File: src/rtl/stereo_dac_consts.svh
// Register offsets, field positions, reset values and timing counts of the DAC mode control bank
`ifndef STEREO_DAC_CONSTS_SVH
`define STEREO_DAC_CONSTS_SVH

`define IDX_LEFT_ATTEN      7'h10
`define IDX_RIGHT_ATTEN     7'h11
`define IDX_MUTE_OVER       7'h12
`define IDX_CHAN_DEEMPH     7'h13
`define IDX_FORMAT_FILTER   7'h14
`define IDX_TEST_RESERVED   7'h15
`define IDX_OUTPUT_FLAG     7'h16

`define WORD_BITS           16
`define WORD_ZERO_BIT       15
`define WORD_IDX_HI         14
`define WORD_IDX_LO         8

`define ATTEN_RESET         8'hFF
`define ATTEN_MUTE_MAX      8'h80
`define ATTEN_MUTE_FLOOR    8'h00
`define FORMAT_RESET        3'h5

`define POS_MUTE_LEFT       0
`define POS_MUTE_RIGHT      1
`define POS_OVERSAMPLE      6
`define POS_DIS_LEFT        0
`define POS_DIS_RIGHT       1
`define POS_DEEMPH_EN       4
`define POS_DEEMPH_RATE_LO  5
`define POS_FORMAT_LO       0
`define POS_ROLLOFF         5
`define POS_INVERT          0
`define POS_FLAG_POLARITY   1
`define POS_COMMON_FLAG     2

`define RAMP_SAMPLES        3'h7
`define SILENCE_SAMPLES     10'h3FF

`endif

File: src/rtl/stereo_dac_pkg.sv
// Types shared by the DAC mode control bank
package stereo_dac_pkg;
   typedef enum logic [1:0] {DEEMPH_44K1, DEEMPH_48K, DEEMPH_32K, DEEMPH_RSVD} deemph_rate_e;
   typedef enum logic [2:0] {
      FMT_RJ24, FMT_RJ20, FMT_RJ18, FMT_RJ16, FMT_I2S, FMT_LJ, FMT_RSVD6, FMT_RSVD7
   } audio_format_e;
endpackage

File: src/rtl/channel_attenuator.sv
// One channel's stepped attenuator and silence detector
`timescale 1ns/1ps
`default_nettype none
`include "stereo_dac_consts.svh"
module channel_attenuator (
   input  wire logic       clk_sys,
   input  wire logic       reset,
   input  wire logic       clkEn,
   input  wire logic       sampleTick,
   input  wire logic       sampleZero,
   input  wire logic [7:0] programmedLevel,
   input  wire logic       softMute,
   output logic      [7:0] appliedLevel,
   output logic            silent
);
   logic [2:0] rampCnt_reg;
   logic [9:0] zeroCnt_reg;
   logic [7:0] level_reg;
   logic       silent_reg;

   // Mute target is the floor of the silent band
   wire  [7:0] target     = softMute ? `ATTEN_MUTE_FLOOR : programmedLevel;
   // Codes 0..128 are all silence, so ramp straight through that band
   wire  [7:0] effLevel   = (level_reg <= `ATTEN_MUTE_MAX) ? `ATTEN_MUTE_MAX : level_reg;
   wire  [7:0] effTarget  = (target <= `ATTEN_MUTE_MAX) ? `ATTEN_MUTE_MAX : target;
   wire        stepNow    = sampleTick && (rampCnt_reg == `RAMP_SAMPLES);
   wire  [7:0] level_next = (effLevel == effTarget) ? target :
                            (effLevel < effTarget) ? 8'(effLevel + 8'h01) :
                            (effLevel == 8'h81)    ? target : 8'(effLevel - 8'h01);

   always_ff @(posedge clk_sys) begin
      if (reset) begin
         rampCnt_reg <= 3'h0;
         level_reg   <= `ATTEN_RESET;
         zeroCnt_reg <= 10'h000;
         silent_reg  <= 1'b0;
      end else if (clkEn && sampleTick) begin
         rampCnt_reg <= 3'(rampCnt_reg + 3'h1);
         if (stepNow)
            level_reg <= level_next; // see R6 see R7
         if (!sampleZero) begin
            zeroCnt_reg <= 10'h000;
            silent_reg  <= 1'b0;
         end else if (zeroCnt_reg == `SILENCE_SAMPLES)
            silent_reg  <= 1'b1;
         else
            zeroCnt_reg <= 10'(zeroCnt_reg + 10'h001);
      end
   end

   assign appliedLevel = level_reg;
   assign silent       = silent_reg;

   a_step_once: assert property (@(posedge clk_sys) disable iff (reset)
      (level_reg != $past(level_reg)) |-> $past(stepNow && clkEn))
      else $error("attenuator moved off an eight-sample boundary");
   a_mute_dir: assert property (@(posedge clk_sys) disable iff (reset)
      (clkEn && stepNow && softMute && level_reg > 8'h81) |=> (level_reg == $past(level_reg) - 8'h01))
      else $error("soft mute did not step down by one");
   a_silent_clr: assert property (@(posedge clk_sys) disable iff (reset)
      (clkEn && sampleTick && !sampleZero) |=> !silent_reg)
      else $error("silence flag survived nonzero sample");
endmodule // channel_attenuator
`default_nettype wire

File: src/rtl/stereo_dac_mode_control.sv
// Serial-programmed mode control bank of a stereo audio DAC
`timescale 1ns/1ps
`default_nettype none
`include "stereo_dac_consts.svh"

// What this block does
// Word bit 15 zero, index in bits 14..8, data in 7..0; indices 10h..16h.
// Host writes zero to reserved test bits, all of index 15h.
// Left and right attenuation at 10h and 11h, reset to all ones.
// Codes 129..255 give half a decibel per code below 255.
// Codes 0..128 silence the channel completely.
// A new level is approached by one step every eight samples.
// Soft mute ramps the channel down to silence one step per eight samples.
// Releasing soft mute ramps back up to the programmed level.
// Oversampling bit: 64x clear, 128x set at 256..768 fs clocks.
// Oversampling bit: 32x clear, 64x set at 128 or 192 fs clocks.
// Host sets the oversampling bit at 192 kHz sample rates.
// Channel disable bit holds that output at bipolar zero.
// De-emphasis enable bit switches the de-emphasis filter in.
// De-emphasis rate 00 44.1k, 01 48k, 10 32k, 11 reserved.
// Format field: right-justified 24/20/18/16, I2S, left-justified at reset.
// Rolloff bit picks sharp when clear, slow when set.
// Invert bit flips the phase of both outputs.
// Polarity bit: flags high on silence when clear, low when set.
// Common flag select puts combined flag on one pin, other unassigned.
// Latch low, sixteen shift clocks, latch rising edge writes the register.
// Silence is flagged after 1024 consecutive zero samples, per channel.
// Bits sampled on shift clock rise, MSB first; unknown indices ignored.
// Combined flag is set only while both channels are silent.
module stereo_dac_mode_control
   import stereo_dac_pkg::*;
(
   input  wire logic          clk_sys,
   input  wire logic          reset,
   input  wire logic          clkEn,
   input  wire logic          control_serial_data,
   input  wire logic          control_shift_clock,
   input  wire logic          control_latch_line,
   input  wire logic          sampleTick,
   input  wire logic          leftSampleZero,
   input  wire logic          rightSampleZero,
   output logic         [7:0] left_attenuation_level,
   output logic         [7:0] right_attenuation_level,
   output logic               leftChannelSilenced,
   output logic               rightChannelSilenced,
   output logic               oversampleHigh,
   output logic               left_channel_disable,
   output logic               right_channel_disable,
   output logic               deemphasis_enable,
   output deemph_rate_e       deemphasis_rate_select,
   output audio_format_e      audio_format_select,
   output logic               filter_rolloff_select,
   output logic               output_invert,
   output logic               left_silence_flag_pin,
   output logic               right_silence_flag_pin
);
   // ------------------------------------------------------------------
   // Pin synchronisers
   // ------------------------------------------------------------------
   logic [2:0] syncA_reg;
   logic [2:0] syncB_reg;
   logic       shiftPrev_reg;
   logic       latchPrev_reg;

   always_ff @(posedge clk_sys) begin
      if (reset) begin
         syncA_reg     <= 3'h7;
         syncB_reg     <= 3'h7;
         shiftPrev_reg <= 1'b1;
         latchPrev_reg <= 1'b1;
      end else if (clkEn) begin
         syncA_reg     <= {control_latch_line, control_shift_clock, control_serial_data};
         syncB_reg     <= syncA_reg;
         shiftPrev_reg <= syncB_reg[1];
         latchPrev_reg <= syncB_reg[2];
      end
   end

   wire dataSync  = syncB_reg[0];
   wire shiftSync = syncB_reg[1];
   wire latchSync = syncB_reg[2];
   wire shiftRise = shiftSync && !shiftPrev_reg && !latchSync;
   wire latchRise = latchSync && !latchPrev_reg;
   wire latchFall = !latchSync && latchPrev_reg;

   // ------------------------------------------------------------------
   // Serial word receiver
   // ------------------------------------------------------------------
   logic [15:0] word_reg;
   logic [4:0]  bitCnt_reg;

   always_ff @(posedge clk_sys) begin
      if (reset) begin
         word_reg   <= 16'h0000;
         bitCnt_reg <= 5'h00;
      end else if (clkEn) begin
         if (latchFall)
            bitCnt_reg <= 5'h00;
         else if (shiftRise) begin
            word_reg   <= {word_reg[14:0], dataSync};
            if (bitCnt_reg != 5'h1F)
               bitCnt_reg <= 5'(bitCnt_reg + 5'h01);
         end
      end
   end

   wire [6:0] wordIndex = word_reg[`WORD_IDX_HI:`WORD_IDX_LO];
   wire [7:0] wordData  = word_reg[7:0];
   wire       wordOk    = latchRise && (bitCnt_reg == 5'(`WORD_BITS)) &&
                          !word_reg[`WORD_ZERO_BIT]; // see R1
   wire       wrLeft    = wordOk && (wordIndex == `IDX_LEFT_ATTEN);
   wire       wrRight   = wordOk && (wordIndex == `IDX_RIGHT_ATTEN);
   wire       wrMute    = wordOk && (wordIndex == `IDX_MUTE_OVER);
   wire       wrChan    = wordOk && (wordIndex == `IDX_CHAN_DEEMPH);
   wire       wrFormat  = wordOk && (wordIndex == `IDX_FORMAT_FILTER);
   wire       wrOutput  = wordOk && (wordIndex == `IDX_OUTPUT_FLAG);
   // Index 15h holds only test bits; the host keeps them zero, so it is dropped here

   // ------------------------------------------------------------------
   // Mode registers
   // ------------------------------------------------------------------
   logic [7:0]    leftAtten_reg;
   logic [7:0]    rightAtten_reg;
   logic [1:0]    softMute_reg;
   logic          oversample_reg;
   logic [1:0]    disable_reg;
   logic          deemphEn_reg;
   deemph_rate_e  deemphRate_reg;
   audio_format_e format_reg;
   logic          rolloff_reg;
   logic          invert_reg;
   logic          flagPolarity_reg;
   logic          commonFlag_reg;

   always_ff @(posedge clk_sys) begin
      if (reset) begin
         leftAtten_reg    <= `ATTEN_RESET;
         rightAtten_reg   <= `ATTEN_RESET;
         softMute_reg     <= 2'h0;
         oversample_reg   <= 1'b0;
         disable_reg      <= 2'h0;
         deemphEn_reg     <= 1'b0;
         deemphRate_reg   <= DEEMPH_44K1;
         format_reg       <= audio_format_e'(`FORMAT_RESET);
         rolloff_reg      <= 1'b0;
         invert_reg       <= 1'b0;
         flagPolarity_reg <= 1'b0;
         commonFlag_reg   <= 1'b0;
      end else if (clkEn) begin
         if (wrLeft)
            leftAtten_reg <= wordData;
         if (wrRight)
            rightAtten_reg <= wordData;
         if (wrMute) begin
            softMute_reg   <= {wordData[`POS_MUTE_RIGHT], wordData[`POS_MUTE_LEFT]};
            oversample_reg <= wordData[`POS_OVERSAMPLE]; // see R9
         end
         if (wrChan) begin
            disable_reg    <= {wordData[`POS_DIS_RIGHT], wordData[`POS_DIS_LEFT]};
            deemphEn_reg   <= wordData[`POS_DEEMPH_EN];
            deemphRate_reg <= deemph_rate_e'(wordData[`POS_DEEMPH_RATE_LO +: 2]);
         end
         if (wrFormat) begin
            format_reg  <= audio_format_e'(wordData[`POS_FORMAT_LO +: 3]);
            rolloff_reg <= wordData[`POS_ROLLOFF];
         end
         if (wrOutput) begin
            invert_reg       <= wordData[`POS_INVERT];
            flagPolarity_reg <= wordData[`POS_FLAG_POLARITY];
            commonFlag_reg   <= wordData[`POS_COMMON_FLAG];
         end
      end
   end

   // ------------------------------------------------------------------
   // Per-channel attenuators and silence detectors
   // ------------------------------------------------------------------
   logic [7:0] appliedLevel [2];
   logic [1:0] silent;
   wire  [7:0] programmed [2];
   wire  [1:0] sampleZero = {rightSampleZero, leftSampleZero};

   assign programmed[0] = leftAtten_reg;
   assign programmed[1] = rightAtten_reg;

   genvar ch;
   generate
      for (ch = 0; ch < 2; ch++) begin : g_chan
         channel_attenuator u_atten (
            .clk_sys         (clk_sys),
            .reset           (reset),
            .clkEn           (clkEn),
            .sampleTick      (sampleTick),
            .sampleZero      (sampleZero[ch]),
            .programmedLevel (programmed[ch]),
            .softMute        (softMute_reg[ch]),
            .appliedLevel    (appliedLevel[ch]),
            .silent          (silent[ch])
         );
      end
   endgenerate

   // ------------------------------------------------------------------
   // Output stage
   // ------------------------------------------------------------------
   wire leftMuted   = appliedLevel[0] <= `ATTEN_MUTE_MAX;
   wire rightMuted  = appliedLevel[1] <= `ATTEN_MUTE_MAX;
   wire bothSilent  = &silent;
   wire flagLeft    = commonFlag_reg ? 1'b0 : silent[0];
   wire flagRight   = commonFlag_reg ? bothSilent : silent[1];
   logic [3:0] outs_reg;

   always_ff @(posedge clk_sys) begin
      if (reset) begin
         outs_reg <= 4'h0;
      end else if (clkEn) begin
         // Level codes pass straight on; the gain law is 0.5 dB per code below 255
         outs_reg[0] <= leftMuted || disable_reg[0]; // see R4
         outs_reg[1] <= rightMuted || disable_reg[1];
         outs_reg[2] <= flagLeft ^ flagPolarity_reg;
         outs_reg[3] <= flagRight ^ flagPolarity_reg;
      end
   end

   logic [7:0] leftOut_reg;
   logic [7:0] rightOut_reg;

   always_ff @(posedge clk_sys) begin
      if (reset) begin
         leftOut_reg  <= `ATTEN_RESET;
         rightOut_reg <= `ATTEN_RESET;
      end else if (clkEn) begin
         leftOut_reg  <= appliedLevel[0];
         rightOut_reg <= appliedLevel[1];
      end
   end

   assign left_attenuation_level  = leftOut_reg;
   assign right_attenuation_level = rightOut_reg;
   assign leftChannelSilenced     = outs_reg[0];
   assign rightChannelSilenced    = outs_reg[1];
   assign left_silence_flag_pin   = outs_reg[2];
   assign right_silence_flag_pin  = outs_reg[3];
   assign oversampleHigh          = oversample_reg;
   assign left_channel_disable    = disable_reg[0];
   assign right_channel_disable   = disable_reg[1];
   assign deemphasis_enable       = deemphEn_reg;
   assign deemphasis_rate_select  = deemphRate_reg;
   assign audio_format_select     = format_reg;
   assign filter_rolloff_select   = rolloff_reg;
   assign output_invert           = invert_reg;

   // ------------------------------------------------------------------
   // Checks
   // ------------------------------------------------------------------
   a_bad_index_ignored: assert property (@(posedge clk_sys) disable iff (reset)
      (clkEn && latchRise && (wordIndex < `IDX_LEFT_ATTEN || wordIndex > `IDX_OUTPUT_FLAG))
      |=> $stable(leftAtten_reg) && $stable(format_reg) && $stable(invert_reg))
      else $error("write to unimplemented index changed a register");
   a_left_write: assert property (@(posedge clk_sys) disable iff (reset)
      (clkEn && wrLeft) |=> leftAtten_reg == $past(wordData))
      else $error("left attenuation not written");
   a_short_word: assert property (@(posedge clk_sys) disable iff (reset)
      (clkEn && latchRise && bitCnt_reg != 5'h10) |=> $stable(leftAtten_reg) && $stable(rightAtten_reg))
      else $error("short word wrote a register");
   a_msb_zero: assert property (@(posedge clk_sys) disable iff (reset)
      (clkEn && latchRise && word_reg[15]) |=> $stable(softMute_reg) && $stable(disable_reg))
      else $error("word with bit 15 set was accepted");
   a_mute_pin: assert property (@(posedge clk_sys) disable iff (reset)
      (clkEn && disable_reg[0]) |=> leftChannelSilenced)
      else $error("disabled left channel not held at zero");
   a_flag_pol: assert property (@(posedge clk_sys) disable iff (reset)
      (clkEn && !commonFlag_reg && silent[0]) |=> left_silence_flag_pin == !$past(flagPolarity_reg))
      else $error("left flag polarity wrong");
   a_common_flag: assert property (@(posedge clk_sys) disable iff (reset)
      (clkEn && commonFlag_reg && silent != 2'h3) |=> right_silence_flag_pin == $past(flagPolarity_reg))
      else $error("combined flag set without both channels silent");
   a_format_write: assert property (@(posedge clk_sys) disable iff (reset) // see R15
      (clkEn && wrFormat) |=> rolloff_reg == $past(wordData[5]) && output_invert == $past(invert_reg))
      else $error("format register write wrong");
endmodule // stereo_dac_mode_control
`default_nettype wire

File: config.mk
export PLATFORM = sky130hd
export DESIGN_NAME = stereo_dac_mode_control
export DESIGN_NICKNAME = d
export VERILOG_FILES = /design/src/rtl/stereo_dac_pkg.sv /design/src/rtl/channel_attenuator.sv /design/src/rtl/stereo_dac_mode_control.sv
export VERILOG_INCLUDE_DIRS = /design/src /design/src/rtl
export SDC_FILE = /design/constraint.sdc
export NUM_CORES = 1
export LEC_CHECK = 0
export ABC_AREA = 0
export BUFFER_PORTS_ARGS = -buffer_cell sky130_fd_sc_hd__buf_4
export CORE_AREA = 2 2 125 139
export CTS_CLUSTER_DIAMETER = 60
export DETAILED_ROUTE_END_ITERATION = 8
export DIE_AREA = 0 0 127 141
export PLACE_DENSITY = 0.63
export RECOVER_POWER = 100
export SYNTH_ARGS = -nofsm -noshare
export SYNTH_HDL_FRONTEND = slang
export SYNTH_SLANG_ARGS = --single-unit
File: constraint.sdc
create_clock -name clk_sys -period 3 [get_ports clk_sys]
set_input_delay 0.15 -clock clk_sys [delete_from_list [all_inputs] [get_ports clk_sys]]
set_output_delay 0.15 -clock clk_sys [all_outputs]
set_load 0.03 [all_outputs]
* Word-level counts from Yosys, hierarchy flattened
Index checks and enable logic that the tools add are counted.
** Word-level totals
- Register bits :: 124
- Input bits :: 9
- Output and inout bits :: 31
- Word-level logic and storage cells :: 130
** Cells by class
- Reduce and logical (&&, ||, !) cells :: 38
- Bitwise gates (word level) :: 3
- Equality and inequality tests :: 20
- $lt $le $gt $ge :: 6
- Muxes and demuxes :: 25
- Add/subtract/negate cells :: 9
** Operator list (count)
- $mux W8 :: 12
- $eq A7 B5 Y1 const B :: 6
- $mux W10 :: 4
- $le A8 B8 Y1 const B :: 4
- $reduce_and A2 Y1 :: 13
- $add A10 B1 Y10 const B :: 2
- $eq A10 B10 Y1 const B :: 2
- $add A8 B1 Y8 const B :: 2
- $eq A8 B8 Y1 :: 2
- $eq A8 B8 Y1 const B :: 2
- $lt A8 B8 Y1 :: 2
- $sub A8 B1 Y8 const B :: 2
- $logic_and A1 B1 Y1 :: 15
- $mux W5 :: 3
- $add A3 B1 Y3 const B :: 2
- $eq A3 B3 Y1 const B :: 2
- $mux W1 :: 6
- $reduce_and A3 Y1 :: 2
- $add A5 B1 Y5 const B :: 1
- $eq A5 B5 Y1 const B :: 1
- $ne A5 B5 Y1 const B :: 1
- $logic_not A1 Y1 :: 4
- $ne A2 B1 Y1 const B :: 2
- $ne A2 B2 Y1 const B :: 2
- other kinds (4) :: 7

* Longest topological paths before layout
- Depth in word-level cells :: 6
- Depth in mapped cells :: 12
- Mapped depth without buffers :: 9

* By module
From an unflattened synthesis, not the netlist that was laid out.
** Unflattened totals
- Cells, all modules :: 809
- Area, all modules :: 6812.8 µm²
** Modules (own cells, without submodules)
- channel_attenuator :: area each 1721.7 µm², sequential area each 440.4 µm², cells an instance 228, instances 2
- stereo_dac_mode_control :: area each 3369.5 µm², sequential area each 1601.5 µm², cells an instance 353, instances 1

* Least setup slack after synthesis
OpenSTA, ideal clock, no wires.
- Path type :: register -> register
- Start :: register g_chan[0].u_atten.level_reg[7]
- End :: register g_chan[0].u_atten.level_reg[2]
- Setup time :: 122 ps
- Buffers on the path :: 3
- Required time :: 2878 ps
- Path slack :: 393 ps
- Period minus slack after synthesis :: 2607 ps
- Stages on the path, launching flop included :: 12
- Data arrival time :: 2485 ps
- Path through :: dfxtp_1 > clkbuf_1 > clkbuf_1 > and2_1 > ha_1 > nand3_1 > o211a_1 > o31a_1 > clkbuf_1 > mux2i_1 > nor2_1 > o32a_1
** Between the ends
- Word-level cells in the longest chain between the ends :: 6
- Elaborated cells on any way between the ends :: 10
- Classes of those cells :: add/sub: 2; order compare: 2; eq/ne: 2; mux: 4
** Ends and longest elaborated chain
- start, declared :: RTL line channel_attenuator.sv:18 : logic [7:0] level_reg;
- start signal, assigned :: RTL line channel_attenuator.sv:34 : level_reg <= `ATTEN_RESET;
- start signal, assigned :: RTL line channel_attenuator.sv:40 : level_reg <= level_next;
- $le A8 B8 Y1 (no source line)
- $mux W8 (*) :: RTL line channel_attenuator.sv:24 : wire [7:0] effLevel = (level_reg <= `ATTEN_MUTE_MAX) ? `ATTEN_MUTE_MAX : level_reg;
- $sub A8 B1 Y8 or $eq A8 B8 Y1 (tied branches) :: RTL line channel_attenuator.sv:29 : (effLevel == 8'h81) ? target : 8'(effLevel - 8'h01);
- $mux W8 :: RTL line channel_attenuator.sv:29
- $mux W8 :: RTL line channel_attenuator.sv:28 : (effLevel < effTarget) ? 8'(effLevel + 8'h01) :
- $mux W8 (*) :: RTL line channel_attenuator.sv:27 : wire [7:0] level_next = (effLevel == effTarget) ? target :
Mark *: on every way between the ends. The rest lies on a longest branch, timed or not.
A chain may end at the register's enable or synchronous reset.

* Worst setup path after layout
- Start :: register leftAtten_reg[7]
- End :: register g_chan[0].u_atten.level_reg[3]
** Between the ends
- Word-level cells in the longest chain between the ends :: 6
- Elaborated cells on any way between the ends :: 7
- Classes of those cells :: order compare: 2; eq/ne: 1; mux: 4
** Ends and longest elaborated chain
- start, declared :: RTL line stereo_dac_mode_control.sv:122 : logic [7:0] leftAtten_reg;
- start signal, assigned :: RTL line stereo_dac_mode_control.sv:137 : leftAtten_reg <= `ATTEN_RESET;
- start signal, assigned :: RTL line stereo_dac_mode_control.sv:151 : leftAtten_reg <= wordData;
- $mux W8 (*) :: RTL line channel_attenuator.sv:22 : wire [7:0] target = softMute ? `ATTEN_MUTE_FLOOR : programmedLevel;
- $le A8 B8 Y1 (no source line)
- $mux W8 (*) :: RTL line channel_attenuator.sv:25 : wire [7:0] effTarget = (target <= `ATTEN_MUTE_MAX) ? `ATTEN_MUTE_MAX : target;
- $lt A8 B8 Y1 :: RTL line channel_attenuator.sv:28
- $mux W8 :: RTL line channel_attenuator.sv:28
- $mux W8 (*) :: RTL line channel_attenuator.sv:27
Marked as above.

==> flow_metrics.py <==
metrics = {
    "run_status": {
        "status": "complete, but fails checks",
        "failed_checks": "capacitance limit, slew limit",
    },
    "power_and_ir_drop": {
        "power_switching_share_pct": 23.2,
        "total_leakage_power_nw": 3.02,
        "power.internal_w": 0.00296,
        "power.sequential.fraction_pct": 43.6,
        "pwr-share-comb_pct": 3.8,
        "power_density_nw_per_um2": 521,
        "p_switching_w": 0.000897,
        "worst_ir_drop_vdd_mv": 0.391,
        "share_clk_of_total_power_pct": 52.5,
    },
    "sta": {
        "time_the_worst_path_needs_with_i_o_delays_and_setup_ns": 2.72,
        "timing_max_transition_violations_final": 38,
        "achievable-frequency_mhz": 368,
        "timing.final.setup_violations": 0,
        "timing.final.crit_share_pct": 90.7,
        "timing_worst_slew_pin_value_ns": 1.66,
        "skew_ns": 0.00627,
        "final.hold.worst_slack_ns": 0.0264,
        "max_slew_margin_pct": -10.6,
        "final_hold_viol_count": 0,
        "grt_setup_unrepaired": "false",
        "tns_ns": 0,
    },
    "global_routing": {
        "largest_net_degree_at_the_start_of_global_routing": 44,
        "grt_antenna_before_repair": 0,
        "grt_overflow_total": 0,
        "grt_use_total_pct": 17.4,
        "grt_pass1_wl_um": 25300,
        "grt_pass1_vias": 5071,
    },
    "synthesis": {
        "yosys_most_used_dff": "sky130_fd_sc_hd__dfxtp_1",
        "synth_xor_area_share_pct": 3.23,
        "synth.ff_latch_count": 124,
        "synth-adder-area-share_pct": 5.58,
        "syn_area_per_cell_um2": 8.38,
        "post_synth_inst_count": 776,
        "seq_area_frac_synth_pct": 38.2,
        "netlist-cell-type-count": 72,
        "synth_compound_area_share_pct": 16.5,
        "post_synth_and_or_nand_nor_area_fraction_pct": 25.9,
        "number_of_flops_mapped_to_enable_cells_by_yosys": 0,
        "dominant_combinational_cell_family_by_area_after_synthesis": "simple AND/OR/NAND/NOR gates",
        "synth_area_leaders": "sky130_fd_sc_hd__dfxtp_1 (38%), sky130_fd_sc_hd__nand2_1 (6.8%), sky130_fd_sc_hd__mux2i_1 (5.7%), sky130_fd_sc_hd__ha_1 (5.6%), sky130_fd_sc_hd__nor2_1 (4.2%)",
        "ys_async_sr_fraction_pct": 0,
        "synth.largest_area_cell": "sky130_fd_sc_hd__dfxtp_1",
        "synth.yosys.warnings": 0,
        "synth_area_um2": 6500,
        "post_synth_mux_area_share_pct": 6.04,
        "synth_largest_type_area_fraction_pct": 38.2,
        "synth_fp_nets": 814,
    },
    "drt": {
        "drt_pre_antenna_iters": 5,
        "wire_per_inst_um": 14.8,
        "topRoutingLayerUsed": "met4",
        "drt_iter0_markers": 475,
        "wl_met3_um": 539,
        "m1WireLength_um": 7790,
        "vias_per_cell": 5.35,
        "met2WireLength_um": 6590,
        "residual_antenna_violating_net_count_after_detailed_routing": 0,
        "drt_drc_violations_left": 0,
        "overall_via_count_from_detail_route": 5492,
        "totalWireLength_um": 15200,
    },
    "clock_network": {
        "cts_inserted_buffers": 17,
        "cts-resized-gates": 0,
        "cts_tree": "built",
        "htree_num_levels": 4,
        "clk-insertion-delay-late_ns": 0.42,
        "clock_path_buffers": 2,
        "clock_pin_slew_reported_for_the_worst_setup_and_hold_paths_after_clock_tree_synthesis_ns": 0.06,
        "numClockSinks": 124,
        "cts_setup_buffers": 0,
        "root_buffer": "sky130_fd_sc_hd__clkbuf_16",
    },
    "die": {
        "placeableCoreArea_um2": 16600,
        "floorplan.initialDensity_pct": 39.1,
        "design.portCount": 40,
        "die_x_um": 127,
        "placement_rows": 50,
        "die_h_um": 141,
        "fp.dieArea_um2": 17900,
    },
    "worst_setup_path": {
        "critPathArrivalTime_ns": 2.99,
        "cp-start-kind": "register",
        "cp_max_fo": 8,
        "crit_required_ns": 3.27,
        "crit_path_end_kind": "register",
        "crit_type": "reg -> reg",
    },
    "finish": {
        "antenna_cells_inserted": 0,
        "largest_register_ffs": 20,
        "flow.area_growth_from_synthesis_pct": 14.0,
        "drive_above_1_share_pct": 8.07,
        "fin_nets": 843,
    },
    "placement": {
        "globalplace.congestion": 0.895,
        "detailedPlacementHpwl_um": 10400,
        "port_bufs": 39,
    },
    "min_path": {
        "hold_path.class": "in -> reg",
    },
    "job": {
        "cap_violations": 1,
    },
}
-- metrics by stage --
| stage | util [%] | power (W) | setup WS (ns) | instance area [um2] | cells |
|---|---|---|---|---|---|
| 6_report | 44.5 | 0.00386 | 0.280 | 7410 | 1026 |
| 5_1_grt | 44.5 | 0.00399 | 0.00675 | 7410 | 1026 |
| 4_1_cts | 45.6 | 0.00391 | 0.288 | 7590 | 1026 |
| 3_5_place_dp | 41.9 | 0.00188 | 0.312 | 6970 | 991 |
| 3_3_place_gp | 41.9 | 0.00188 | 0.361 | 6970 | 991 |
| 2_1_floorplan | - | 0.00182 | 0.393 | 6500 | 776 |
-- layout by cell type (no fill, tap or decap), types with 7 or more instances in the layout --
master,count
sky130_fd_sc_hd__nor3_1,9
sky130_fd_sc_hd__xnor2_1,13
sky130_fd_sc_hd__a31oi_1,13
sky130_fd_sc_hd__a211oi_1,8
sky130_fd_sc_hd__nor2b_1,23
sky130_fd_sc_hd__nor4_1,7
sky130_fd_sc_hd__clkbuf_1,35
sky130_fd_sc_hd__nor2_1,74
sky130_fd_sc_hd__mux2i_1,37
sky130_fd_sc_hd__o31ai_1,9
sky130_fd_sc_hd__nand2_1,118
sky130_fd_sc_hd__nand3_1,26
sky130_fd_sc_hd__dfxtp_1,124
sky130_fd_sc_hd__and3_1,13
sky130_fd_sc_hd__clkbuf_16,17
sky130_fd_sc_hd__a21oi_1,44
sky130_fd_sc_hd__buf_4,19
sky130_fd_sc_hd__inv_1,25
sky130_fd_sc_hd__and2_1,15
sky130_fd_sc_hd__a211o_1,20
sky130_fd_sc_hd__o21ai_0,23
sky130_fd_sc_hd__ha_1,29
sky130_fd_sc_hd__xor2_1,11
sky130_fd_sc_hd__nand4_1,11
-- logic make-up (layout without fill, tap and decap cells) --
kind of cell | after synthesis | count (layout)
compound gates | 156 | 156
xor+xnor | 24 | 24
fa+ha+maj | 29 | 29
buf+inv | 73 | 115
flops | 124 | 124
mux | 39 | 39
simple gates | 331 | 331
-- power groups by stage --
| stage | combinational, W | clock [W] | sequential (W) |
|---|---|---|---|
| 6_report | 0.000148 | 0.00203 | 0.00169 |
| 5_1_grt | 0.000164 | 0.00214 | 0.00169 |
| 4_1_cts | 0.000161 | 0.00206 | 0.00169 |
| 3_5_place_dp | 0.000157 | 0 | 0.00172 |
| 3_3_place_gp | 0.000156 | 0 | 0.00172 |
| 2_1_floorplan | 0.0000811 | 0 | 0.00174 |
-- metal layers --
metal / GRT usage (%) / vias up
met5: 0 / -
met4: 6.77 / 0
met3: 3.49 / 25
met2: 26.7 / 110
met1: 24.1 / 2550
li1: - / 2807
-- timing repair --
action,in CTS,in global routing
hold buffers,3,0
endpoints found under the setup margin,0,0
endpoints found under the hold margin,3,0
-- cell usage after synthesis (all sizes together), types with 3 or more instances --
| cell | instances |
|---|---|
| nor3 | 10 |
| buf | 8 |
| xor2 | 11 |
| o21ai | 25 |
| and2 | 18 |
| nand3 | 26 |
| o211ai | 5 |
| nand3b | 5 |
| mux2i | 37 |
| dfxtp | 124 |
| a21oi | 44 |
| nand4 | 11 |
| inv | 25 |
| a22oi | 5 |
| nor4 | 8 |
| o31ai | 10 |
| a31oi | 13 |
| and4 | 3 |
| or4 | 5 |
| nor3b | 4 |
| and3 | 14 |
| clkbuf | 39 |
| a211o | 21 |
| xnor2 | 13 |
| a211oi | 8 |
| nor2b | 24 |
| nor2 | 74 |
| a221oi | 3 |
| a21o | 3 |
| nand2 | 119 |
| ha | 29 |
-- worst max-delay path, stage by stage, from the launching register on --
cell and delay, ns:
sky130_fd_sc_hd__dfxtp_1 0.38, sky130_fd_sc_hd__nor2b_1 0.36, sky130_fd_sc_hd__nand2_1 0.10, sky130_fd_sc_hd__ha_1 0.32, sky130_fd_sc_hd__nand3_1 0.21, sky130_fd_sc_hd__o31ai_4 0.49
sky130_fd_sc_hd__mux2_2 0.38, sky130_fd_sc_hd__o31ai_1 0.23, sky130_fd_sc_hd__a31oi_1 0.10
-- cell type report --
class                   count  area (um2)
fillers                  1689        9230
multi-input cells         579        3680
flip-flops and latches    124        2480
clock buffers              19         443
repair buffers             57         305
well taps                 208         260
clock inverters            13         143
inverters                  26        97.6
-- final timing paths --
kind                    startpoint                                end  slack (ns)  depth (start not counted)
setup / recovery  leftAtten_reg[7]  g_chan[0].u_atten.appliedLevel[3]        0.28                          8
hold / removal     rightSampleZero   g_chan[1].u_atten.zeroCnt_reg[1]        0.03                          3
setup reg to reg  leftAtten_reg[7]  g_chan[0].u_atten.appliedLevel[3]        0.28                          8
hold reg to reg       syncB_reg[0]                        word_reg[0]        0.45                          2
Note: power is estimated with default switching activity, not from simulation.
